File: src/osc_ctrl_pkg.sv
// osc_ctrl_pkg: register map, field positions and timing counts for
// the oscillator-ready interrupt and locked-loop control block.
// assumes a 32-bit AXI4-Lite register bus with byte addresses.
package osc_ctrl_pkg;
  // ****************************************************************
  // register byte offsets
  // ****************************************************************
  localparam logic [7:0] ENABLE_CLEAR_OFS = 8'h00;
  localparam logic [7:0] IRQ_ENABLE_SET_OFS = 8'h04;
  localparam logic [7:0] IRQ_STATUS_OFS = 8'h08;
  localparam logic [7:0] CLOCK_STATUS_OFS = 8'h0c;
  localparam logic [7:0] LOOP_MULTIPLY_OFS = 8'h2c;
  localparam logic [7:0] LOOP_SYNC_REQUEST_OFS = 8'h30;
  localparam logic [7:0] SUPPLY_BROWNOUT_OFS = 8'h34;
  localparam logic [7:0] LOOP_VALUE_OFS = 8'h38;
  localparam int ADDR_WIDTH = 8;
  // ****************************************************************
  // field positions
  // ****************************************************************
  localparam int FAST_CRYSTAL_BIT = 0;
  localparam int SLOW_CRYSTAL_BIT = 1;
  localparam int SLOW_RC_BIT = 2;
  localparam int FAST_RC_BIT = 3;
  localparam int LOOP_READY_BIT = 4;
  localparam int EVENT_COUNT = 5;
  localparam int OSC_COUNT = 4;
  localparam int COARSE_LOCK_BIT = 5;
  localparam int FINE_LOCK_BIT = 6;
  localparam int READ_REQUEST_BIT = 7;
  localparam int MULTIPLY_WIDTH = 16;
  // implemented bits of the brown-out control word
  localparam logic [31:0] BROWNOUT_MASK = 32'h003ff35e;
  // ****************************************************************
  // reset values and answers
  // ****************************************************************
  localparam logic [EVENT_COUNT-1:0] ENABLE_RESET = 5'h00;
  localparam logic [MULTIPLY_WIDTH-1:0] MULTIPLY_RESET = 16'h0000;
  localparam logic [31:0] BROWNOUT_RESET = 32'h00000000;
  localparam logic [1:0] RESP_OKAY = 2'h0;
  localparam logic [1:0] RESP_SLVERR = 2'h2;
  // ****************************************************************
  // timing: cycles from a read request to a refreshed loop value
  // ****************************************************************
  localparam int SYNC_CYCLES = 4;
  localparam int SYNC_COUNT_WIDTH = 3;
endpackage

File: src/osc_ready_irq_and_frequency_locked_loop_control.sv
// osc_ready_irq_and_frequency_locked_loop_control: oscillator-ready interrupt enables,
// interrupt status and request, locked-loop multiply factor with its
// side effects, loop value read request and brown-out control word.
// assumes AXI4-Lite from a master on the same clock; oscillator ready
// and lock indications arrive asynchronously; loop value is on clock.
//
// Our own choice: the AXI4-Lite interface to the registers.
`timescale 1ns/1ps
module osc_ready_irq_and_frequency_locked_loop_control #(
  parameter int FINE_WIDTH = 10
) (
  input wire logic clock,
  input wire logic reset,
  input wire logic [osc_ctrl_pkg::ADDR_WIDTH-1:0] awaddr,
  input wire logic awvalid,
  output logic awready,
  input wire logic [31:0] wdata,
  input wire logic [3:0] wstrb,
  input wire logic wvalid,
  output logic wready,
  output logic [1:0] bresp,
  output logic bvalid,
  input wire logic bready,
  input wire logic [osc_ctrl_pkg::ADDR_WIDTH-1:0] araddr,
  input wire logic arvalid,
  output logic arready,
  output logic [31:0] rdata,
  output logic [1:0] rresp,
  output logic rvalid,
  input wire logic rready,
  input wire logic [osc_ctrl_pkg::OSC_COUNT-1:0] oscReadyPins,
  input wire logic [1:0] lockPins,
  input wire logic [31:0] loopValue,
  output logic irq,
  output logic [osc_ctrl_pkg::MULTIPLY_WIDTH-1:0] loopMultiplyFactor,
  output logic [FINE_WIDTH-1:0] fineCalibration,
  output logic locksLost,
  output logic [31:0] brownoutControl
);
  import osc_ctrl_pkg::*;

  localparam logic [FINE_WIDTH-1:0] FINE_MID =
    FINE_WIDTH'(1) << (FINE_WIDTH - 1);

  if (FINE_WIDTH < 2 || FINE_WIDTH > 16) begin : gBadFine
    $error("FINE_WIDTH must lie between 2 and 16");
  end

  // ****************************************************************
  // helper functions
  // ****************************************************************
  function automatic logic [31:0] laneMask(input logic [3:0] s);
    laneMask = {{8{s[3]}}, {8{s[2]}}, {8{s[1]}}, {8{s[0]}}};
  endfunction

  function automatic logic isMapped(input logic [ADDR_WIDTH-1:0] a);
    case (a)
      ENABLE_CLEAR_OFS, IRQ_ENABLE_SET_OFS, IRQ_STATUS_OFS,
      CLOCK_STATUS_OFS, LOOP_MULTIPLY_OFS, LOOP_SYNC_REQUEST_OFS,
      SUPPLY_BROWNOUT_OFS, LOOP_VALUE_OFS: isMapped = 1'b1;
      default: isMapped = 1'b0;
    endcase
  endfunction

  // ****************************************************************
  // input synchronisers
  // ****************************************************************
  localparam int SYNC_BITS = OSC_COUNT + 2;
  logic [SYNC_BITS-1:0] syncA_r, syncB_r, syncC_r, filt_r, filtOld_r;
  logic [OSC_COUNT-1:0] oscReady, oscRise;
  logic [1:0] lockLevel;

  always_ff @(posedge clock) begin
    if (reset) begin
      syncA_r <= '0;
      syncB_r <= '0;
      syncC_r <= '0;
      filt_r <= '0;
      filtOld_r <= '0;
    end else begin
      syncA_r <= {lockPins, oscReadyPins};
      syncB_r <= syncA_r;
      syncC_r <= syncB_r;
      // a change counts once the second and third stages agree
      filt_r <= (syncB_r & syncC_r) | (filt_r & (syncB_r | syncC_r));
      filtOld_r <= filt_r;
    end
  end

  assign oscReady = filt_r[OSC_COUNT-1:0];
  assign oscRise = filt_r[OSC_COUNT-1:0] & ~filtOld_r[OSC_COUNT-1:0];
  assign lockLevel = filt_r[SYNC_BITS-1:OSC_COUNT];

  // ****************************************************************
  // AXI4-Lite write channel
  // ****************************************************************
  logic awHave_r, wHave_r;
  logic [ADDR_WIDTH-1:0] wAddr_r;
  logic [31:0] wData_r;
  logic [3:0] wStrb_r;
  logic doWrite;
  logic [31:0] wEff;
  logic [31:0] wMask;

  assign awready = !awHave_r && !bvalid;
  assign wready = !wHave_r && !bvalid;
  assign doWrite = awHave_r && wHave_r && !bvalid;
  assign wMask = laneMask(wStrb_r);
  assign wEff = wData_r & wMask;

  always_ff @(posedge clock) begin
    if (reset) begin
      awHave_r <= 1'b0;
      wHave_r <= 1'b0;
      wAddr_r <= '0;
      wData_r <= '0;
      wStrb_r <= '0;
    end else if (doWrite) begin
      awHave_r <= 1'b0;
      wHave_r <= 1'b0;
    end else begin
      if (awvalid && awready) begin
        awHave_r <= 1'b1;
        wAddr_r <= awaddr;
      end
      if (wvalid && wready) begin
        wHave_r <= 1'b1;
        wData_r <= wdata;
        wStrb_r <= wstrb;
      end
    end
  end

  always_ff @(posedge clock) begin
    if (reset) begin
      bvalid <= 1'b0;
      bresp <= RESP_OKAY;
    end else if (doWrite) begin
      bvalid <= 1'b1;
      bresp <= isMapped(wAddr_r) ? RESP_OKAY : RESP_SLVERR;
    end else if (bready) begin
      bvalid <= 1'b0;
    end
  end

  logic wrClear, wrSet, wrStatus, wrMul, wrSync, wrBrown;
  assign wrClear = doWrite && wAddr_r == ENABLE_CLEAR_OFS;
  assign wrSet = doWrite && wAddr_r == IRQ_ENABLE_SET_OFS;
  assign wrStatus = doWrite && wAddr_r == IRQ_STATUS_OFS;
  assign wrMul = doWrite && wAddr_r == LOOP_MULTIPLY_OFS &&
    (wStrb_r[1] || wStrb_r[0]);
  assign wrSync = doWrite && wAddr_r == LOOP_SYNC_REQUEST_OFS &&
    wEff[READ_REQUEST_BIT];
  assign wrBrown = doWrite && wAddr_r == SUPPLY_BROWNOUT_OFS;

  // ****************************************************************
  // interrupt enables, status and request
  // ****************************************************************
  logic [EVENT_COUNT-1:0] enable_r, status_r, events;
  logic loopReadyEvent;

  always_ff @(posedge clock) begin
    if (reset) begin
      enable_r <= ENABLE_RESET;
    end else if (wrClear) begin
      // only ones clear; zero bits keep their enable
      enable_r <= enable_r & ~wEff[EVENT_COUNT-1:0];
    end else if (wrSet) begin
      enable_r <= enable_r | wEff[EVENT_COUNT-1:0];
    end
  end

  assign events = {loopReadyEvent, oscRise};

  always_ff @(posedge clock) begin
    if (reset) begin
      status_r <= '0;
    end else begin
      // a new event wins over a clear in the same cycle
      status_r <= (status_r & ~(wrStatus ? wEff[EVENT_COUNT-1:0] : '0))
        | events;
    end
  end

  assign irq = |(status_r & enable_r);

  // ****************************************************************
  // multiply factor, locks and fine calibration
  // ****************************************************************
  logic [1:0] lock_r;

  always_ff @(posedge clock) begin
    if (reset) begin
      loopMultiplyFactor <= MULTIPLY_RESET;
    end else if (wrMul) begin
      // lanes not strobed keep their old bits
      loopMultiplyFactor <= (loopMultiplyFactor & ~wMask[15:0]) |
        wEff[15:0];
    end
  end

  always_ff @(posedge clock) begin
    if (reset) begin
      lock_r <= 2'h0;
      fineCalibration <= FINE_MID;
      locksLost <= 1'b0;
    end else begin
      locksLost <= wrMul;
      if (wrMul) begin
        lock_r <= 2'h0;
        fineCalibration <= FINE_MID;
      end else begin
        lock_r <= lock_r | lockLevel;
      end
    end
  end

  // ****************************************************************
  // loop value read request
  // ****************************************************************
  logic [31:0] loopValue_r;
  logic loopReady_r, syncBusy_r;
  logic [SYNC_COUNT_WIDTH-1:0] syncCount_r;

  assign loopReadyEvent = syncBusy_r && syncCount_r == '0;

  always_ff @(posedge clock) begin
    if (reset) begin
      syncBusy_r <= 1'b0;
      syncCount_r <= '0;
    end else if (wrSync) begin
      syncBusy_r <= 1'b1;
      syncCount_r <= SYNC_COUNT_WIDTH'(SYNC_CYCLES - 1);
    end else if (syncBusy_r) begin
      if (syncCount_r == '0) begin
        syncBusy_r <= 1'b0;
      end else begin
        syncCount_r <= syncCount_r - 1'b1;
      end
    end
  end

  always_ff @(posedge clock) begin
    if (reset) begin
      loopValue_r <= '0;
      loopReady_r <= 1'b0;
    end else if (wrSync) begin
      loopReady_r <= 1'b0;
    end else if (loopReadyEvent) begin
      loopValue_r <= loopValue;
      loopReady_r <= 1'b1;
    end
  end

  // ****************************************************************
  // brown-out control word
  // ****************************************************************
  always_ff @(posedge clock) begin
    if (reset) begin
      brownoutControl <= BROWNOUT_RESET;
    end else if (wrBrown) begin
      brownoutControl <= ((brownoutControl & ~wMask) | wEff)
        & BROWNOUT_MASK;
    end
  end

  // ****************************************************************
  // AXI4-Lite read channel
  // ****************************************************************
  logic [31:0] readWord;

  always_comb begin
    readWord = 32'h00000000;
    case (araddr)
      ENABLE_CLEAR_OFS: readWord[EVENT_COUNT-1:0] = enable_r;
      IRQ_ENABLE_SET_OFS: readWord[EVENT_COUNT-1:0] = enable_r;
      IRQ_STATUS_OFS: readWord[EVENT_COUNT-1:0] = status_r;
      CLOCK_STATUS_OFS: readWord[FINE_LOCK_BIT:0] =
        {lock_r, loopReady_r, oscReady};
      LOOP_MULTIPLY_OFS: readWord[15:0] = loopMultiplyFactor;
      SUPPLY_BROWNOUT_OFS: readWord = brownoutControl;
      LOOP_VALUE_OFS: readWord = loopValue_r;
      default: readWord = 32'h00000000;
    endcase
  end

  assign arready = !rvalid;

  always_ff @(posedge clock) begin
    if (reset) begin
      rvalid <= 1'b0;
      rdata <= '0;
      rresp <= RESP_OKAY;
    end else if (arvalid && arready) begin
      rvalid <= 1'b1;
      rdata <= readWord;
      rresp <= isMapped(araddr) ? RESP_OKAY : RESP_SLVERR;
    end else if (rready) begin
      rvalid <= 1'b0;
    end
  end
endmodule // osc_ready_irq_and_frequency_locked_loop_control

File: config.mk
export PLATFORM = sky130hd
export DESIGN_NAME = osc_ready_irq_and_frequency_locked_loop_control
export DESIGN_NICKNAME = d
export VERILOG_FILES = /design/src/osc_ctrl_pkg.sv /design/src/osc_ready_irq_and_frequency_locked_loop_control.sv
export SDC_FILE = /design/constraint.sdc
export NUM_CORES = 1
export LEC_CHECK = 0
export BUFFER_PORTS_ARGS = -buffer_cell sky130_fd_sc_hd__buf_2
export CAP_MARGIN = 20
export CORE_ASPECT_RATIO = 1.75
export CORE_UTILIZATION = 57
export CTS_CLUSTER_SIZE = 24
export DETAILED_ROUTE_END_ITERATION = 12
export GPL_ROUTABILITY_DRIVEN = 1
export PLACE_DENSITY = 0.85
export SYNTH_ARGS = -nofsm -noshare
export SYNTH_HDL_FRONTEND = slang
export SYNTH_SLANG_ARGS = --single-unit
File: constraint.sdc
create_clock -name clock -period 4.83 [get_ports clock]
set_input_delay 0.7245 -clock clock [delete_from_list [all_inputs] [get_ports clock]]
set_output_delay 0.7245 -clock clock [all_outputs]
set_load 0.02 [all_outputs]
### After elaboration in Yosys (flattened, before gate mapping)

Cells that the tools add are included.

| word-level totals | value |
|---|---|
| input bits | 97 |
| word-level logic and storage cells | 131 |
| register bits after elaboration | 184 |
| bits in read-only memories | 0 |
| memories | 0 |
| RAM bits | 0 |
| output and inout bits | 101 |
| bits in latches | 0 |

| operators by class | value |
|---|---|
| add/sub/neg operators | 1 |
| eq/ne operators | 15 |
| shifts and indexed selects | 0 |
| bitwise logic cells | 24 |
| divide/modulo/power cells | 0 |
| $lt $le $gt $ge | 0 |
| reductions and logical operators | 40 |
| multiply operators | 0 |
| mux-type cells | 25 |

Operator list:

| cell | number |
|---|---|
| equality test 8 x 6 -> 1 bit, second input constant | 8 |
| AND 22 bit | 2 |
| equality test 8 x 4 -> 1 bit, second input constant | 4 |
| one-hot mux 16 bit (2 select lines) | 1 |
| one-hot mux 5 bit (6 select lines) | 1 |
| one-hot mux 9 bit (3 select lines) | 1 |
| NOT 22 bit | 1 |
| bitwise OR 22 bit | 1 |
| AND 16 bit | 1 |
| equality test 8 x 3 -> 1 bit, second input constant | 2 |
| logical AND 1 bit | 16 |
| logical NOT 8 bit | 2 |
| NOT 16 bit | 1 |
| bitwise OR 16 bit | 1 |
| OR reduction 8 bit | 2 |
| AND 5 bit | 3 |
| 2-to-1 mux 5 bit | 3 |
| 2-to-1 mux 1 bit | 13 |
| AND 6 bit | 2 |
| bitwise OR 6 bit | 2 |
| 2-to-1 mux 2 bit | 5 |
| NOT 5 bit | 2 |
| bitwise OR 5 bit | 2 |
| AND reduction 2 bit | 5 |
| 13 further kinds | 24 |

### Depth between registers and ports, before layout

| logic depth | value |
|---|---|
| depth in word-level cells | 7 |
| gate-level depth with buffers | 8 |
| gate-level depth less buffers | 6 |

### Worst setup path after synthesis

Ideal clock, no wire load.

| timing | value |
|---|---|
| path type | input -> register |
| start | in araddr[1] (netlist bit) |
| end | reg rdata[10] |
| arrival | 2.019 ns |
| data required time | 4.752 ns |
| slack | 2.733 ns |
| cell stages on the path | 4 |
| buffers on the path | 0 |
| library setup time | 0.078 ns |
| path through | or4_1 -> nor4b_1 -> a221oi_1 -> nor3_1 |

| on the way | value |
|---|---|
| word-level cells in the longest chain between the ends | 2 |
| elaborated cells on any way between the ends | 4 |
| those cells by class | eq/ne (3); mux (1) |

RTL lines:

| item | line | text |
|---|---|---|
| start, declared | osc_ready_irq_and_frequency_locked_loop_control.sv:24 | `input wire logic [osc_ctrl_pkg::ADDR_WIDTH-1:0] araddr,` |
| equality test 8 x 6 -> 1 bit | osc_ready_irq_and_frequency_locked_loop_control.sv:274 | `case (araddr)` |
| one-hot mux 9 bit (3 select lines) * | osc_ready_irq_and_frequency_locked_loop_control.sv:274 |  |
| end signal, assigned | osc_ready_irq_and_frequency_locked_loop_control.sv:296 | `rdata <= readWord;` |
| end, declared | osc_ready_irq_and_frequency_locked_loop_control.sv:27 | `output logic [31:0] rdata,` |

Mark *: on every way between the ends. The rest lies on a longest branch, timed or not.
A chain may end at the register's enable or synchronous reset.

### Worst setup path after layout

| timing | value |
|---|---|
| start | reg wAddr_r[7] |
| end | reg loopValue_r[0] |

| on the way | value |
|---|---|
| word-level cells in the longest chain between the ends | 5 |

RTL lines:

| item | line | text |
|---|---|---|
| start, declared | osc_ready_irq_and_frequency_locked_loop_control.sv:98 | `logic [ADDR_WIDTH-1:0] wAddr_r;` |
| start signal, assigned | osc_ready_irq_and_frequency_locked_loop_control.sv:124 | `wAddr_r <= awaddr;` |
| equality test 8 x 6 -> 1 bit | osc_ready_irq_and_frequency_locked_loop_control.sv:152 | `assign wrSync = doWrite && wAddr_r == LOOP_SYNC_REQUEST_OFS &&` |
| logical AND 1 bit (2 in a row) | osc_ready_irq_and_frequency_locked_loop_control.sv:152 |  |
| NOT 1 bit (no line) | - |  |
| AND reduction 2 bit (no line) | - |  |
| end signal, assigned | osc_ready_irq_and_frequency_locked_loop_control.sv:250 | `loopValue_r <= loopValue;` |
| end, declared | osc_ready_irq_and_frequency_locked_loop_control.sv:221 | `logic [31:0] loopValue_r;` |

Every way passes these cells.

==> results_dict.tcl <==
set metrics [dict create \
    netlist_top_cells_area "dfxtp_1 47%, mux2i_1 9.0%, nand2_1 5.2%" \
    dp_hpwl_um 12590 \
    dr.pass1.iters 4 \
    die_h_um 156.3 \
    overflow 0 \
    nNetsFinal 1070 \
    worstSetupStartpointType "flip-flop" \
    status "finished, final reports clean" \
    period_minus_slack_ns 2.430 \
    wl_per_cell_um 15.33 \
    synth-simple-area-share_pct 23.42 \
    cp-end-kind "flip-flop" \
    cp_max_fo 32 \
    vias_per_cell 5.382 \
    clock_skew_ns 0.01044 \
    grt_pass1_vias 5920 \
    p_leak_uw 0.003725 \
    gp_congestion 0.8512 \
    ys_dominant_reg_cell "dfxtp_1" \
    ys_ff_latch 182 \
    cts_setup_buffers 0 \
    path_clk_slew_ns 0.07 \
    syn_area_per_cell_um2 9.153 \
    fin_setup_tns_ns 0 \
    ant_nets 0 \
    fin_crit_sh_pct 50.31 \
    grt_use_total_pct 25.42 \
    p_per_area_mw_per_mm2 351.4 \
    slew_headroom_pct 24.99 \
    rsz0062_at_grt "false" \
    routed_wl_um 17750 \
    syn_inst 847 \
    place_inst 1126 \
    core_mm2 0.01331 \
    rows 56 \
    vias 6232 \
    setup_viol 0 \
    final_hold_viol_count 0 \
    drive_above_1_share_pct 21.16 \
    instances_no_fill 1158 \
    ir_drop_mv 0.2143 \
    cts_root_buf "clkbuf_16" \
    synthAdderAreaFrac_pct 0.3228 \
    fmax_mhz 411.6 \
    cp.required_ns 5.08 \
    grt_first_pass_wirelength_um 28790 \
    dp_slack_ns 2.255 \
    worst_pin_slew_ns 1.125 \
    synth_xor_area_share_pct 0.3389 \
    maxCapViolCount 0 \
    setup_ws_ns 2.400 \
    ys_types 61 \
    start_util_pct 58.23 \
    synth_largest_area_cell "dfxtp_1" \
    drc 0 \
    clock-sinks 182 \
    dieArea_mm2 0.01409 \
    h-tree-depth 4 \
    dr.first_iter.drc_count 276 \
    port_buffers 159 \
    async_flop_share_pct 0 \
    antenna_found_initial 1 \
    cts_tree "done" \
    yosys.area.top_type_share_pct 47.00 \
    critical_path_class "reg -> reg" \
    syn_area_mm2 0.007752 \
    synth-edff-count 0 \
    synthToLayoutAreaGrowth_pct 15.75 \
    fp.dieW_um 90.16 \
    slew_viol_final 0 \
    grt_max_degree 87 \
    critPathArrivalTime_ns 2.68 \
    hold_buffers 0 \
    hold_class "reg -> reg" \
    synth_mux_area_share_pct 9.183 \
    yosysSeqAreaShare_pct 47.00 \
    cts_buffers 17 \
    reg2reg_slack_ns 2.40 \
    clk_path_buf_depth 2 \
    io_pins 198 \
    synth_top_family_by_area "simple AND/OR/NAND/NOR gates" \
    ctsResizeCount 0 \
    clkLatencyLatePin_ns 0.42 \
    synth-compound-area-share_pct 12.59 \
    yosysWarnings 0 \
]
## through the flow
step,util [%],hold WS [ns],power [uW],cell area (um2)
finish,67.41,0.4392,3153,8974
global route,67.41,0.4655,3264,8974
CTS,67.39,0.4452,3170,8971
detailed placement,63.06,0.4310,1833,8396
global placement,63.06,0.4188,1828,8396
floorplan,-,0.4138,1775,7846
## per-layer routing
metal	vias to the layer above	GRT usage, %	wire length [um]
met2	209	45.91	9312
met5	-	0	0
li1	3090	-	-
met3	35	3.790	835
met1	2898	29.61	7168
met4	0	11.21	437
## Yosys cell counts (14+ instances only)
| library cell | n |
|---|---|
| a22oi_1 | 18 |
| dfxtp_1 | 182 |
| nand3_1 | 14 |
| nand2b_1 | 50 |
| nand2_1 | 107 |
| nor2b_1 | 27 |
| clkbuf_1 | 43 |
| or2b_1 | 27 |
| nor2_1 | 60 |
| a21oi_1 | 61 |
| buf_4 | 28 |
| o21ai_0 | 19 |
| mux2i_1 | 70 |
| a22o_1 | 18 |
## path summary, 6_finish.rpt
| check | endpoint | cells after the start | start |
|---|---|---|---|
| setup reg to reg | loopValue_r[0] | 4 | wAddr_r[7] |
| hold reg to reg | syncB_r[4] | 1 | syncA_r[4] |
| hold / removal | syncB_r[4] | 1 | syncA_r[4] |
| setup / recovery | loopValue_r[0] | 4 | wAddr_r[7] |
## critical path, stage by stage, from the launching register on
cell and delay [ns]:
dfxtp_1 0.37, or4_4 0.56, or3_4 0.36, o31a_2 0.72, mux2i_1 0.23
## power by group
| part | switching [uW] | total (uW) | internal, uW |
|---|---|---|---|
| logic | 154 | 238 | 83.6 |
| registers | 28.7 | 1560 | 1530 |
| clock network | 611 | 1350 | 741 |
## cells by family after synthesis
group,count (synthesis)
buf+inv,96
compound gates,151
flops,182
mux,71
fa+ha+maj,2
xor+xnor,3
simple gates,340
other cells,2
## cell type report
class,instances,area (um2)
multi-input combinational,594,3657
tap,174,217.7
antenna,1,2.502
inverter,13,48.80
sequential,182,3643
timing repair buffer,163,828.3
clock buffer,18,439.2
fill,1133,4339
clock inverter,13,136.4
## layout by cell type (no fill, tap or decap), drive strengths merged, types with 3 or more instances in the layout
cell type and instances:
dfxtp 182, buf 163, nand2 107, mux2i 70, a21oi 61, nor2 60
nand2b 50, nor2b 27, or2b 27, conb 27, inv 22, o21ai 19
a22oi 18, a22o 18, clkbuf 18, nand3 14, nor3 12, and2 8
a31oi 6, nor4 6, nand3b 5, a221oi 4, a21o 4, a32o 4
o21bai 4, nand4 4, nand4b 3, or4bb 3, or4 3, or3 3
Note: power is estimated with default switching activity, not from simulation.
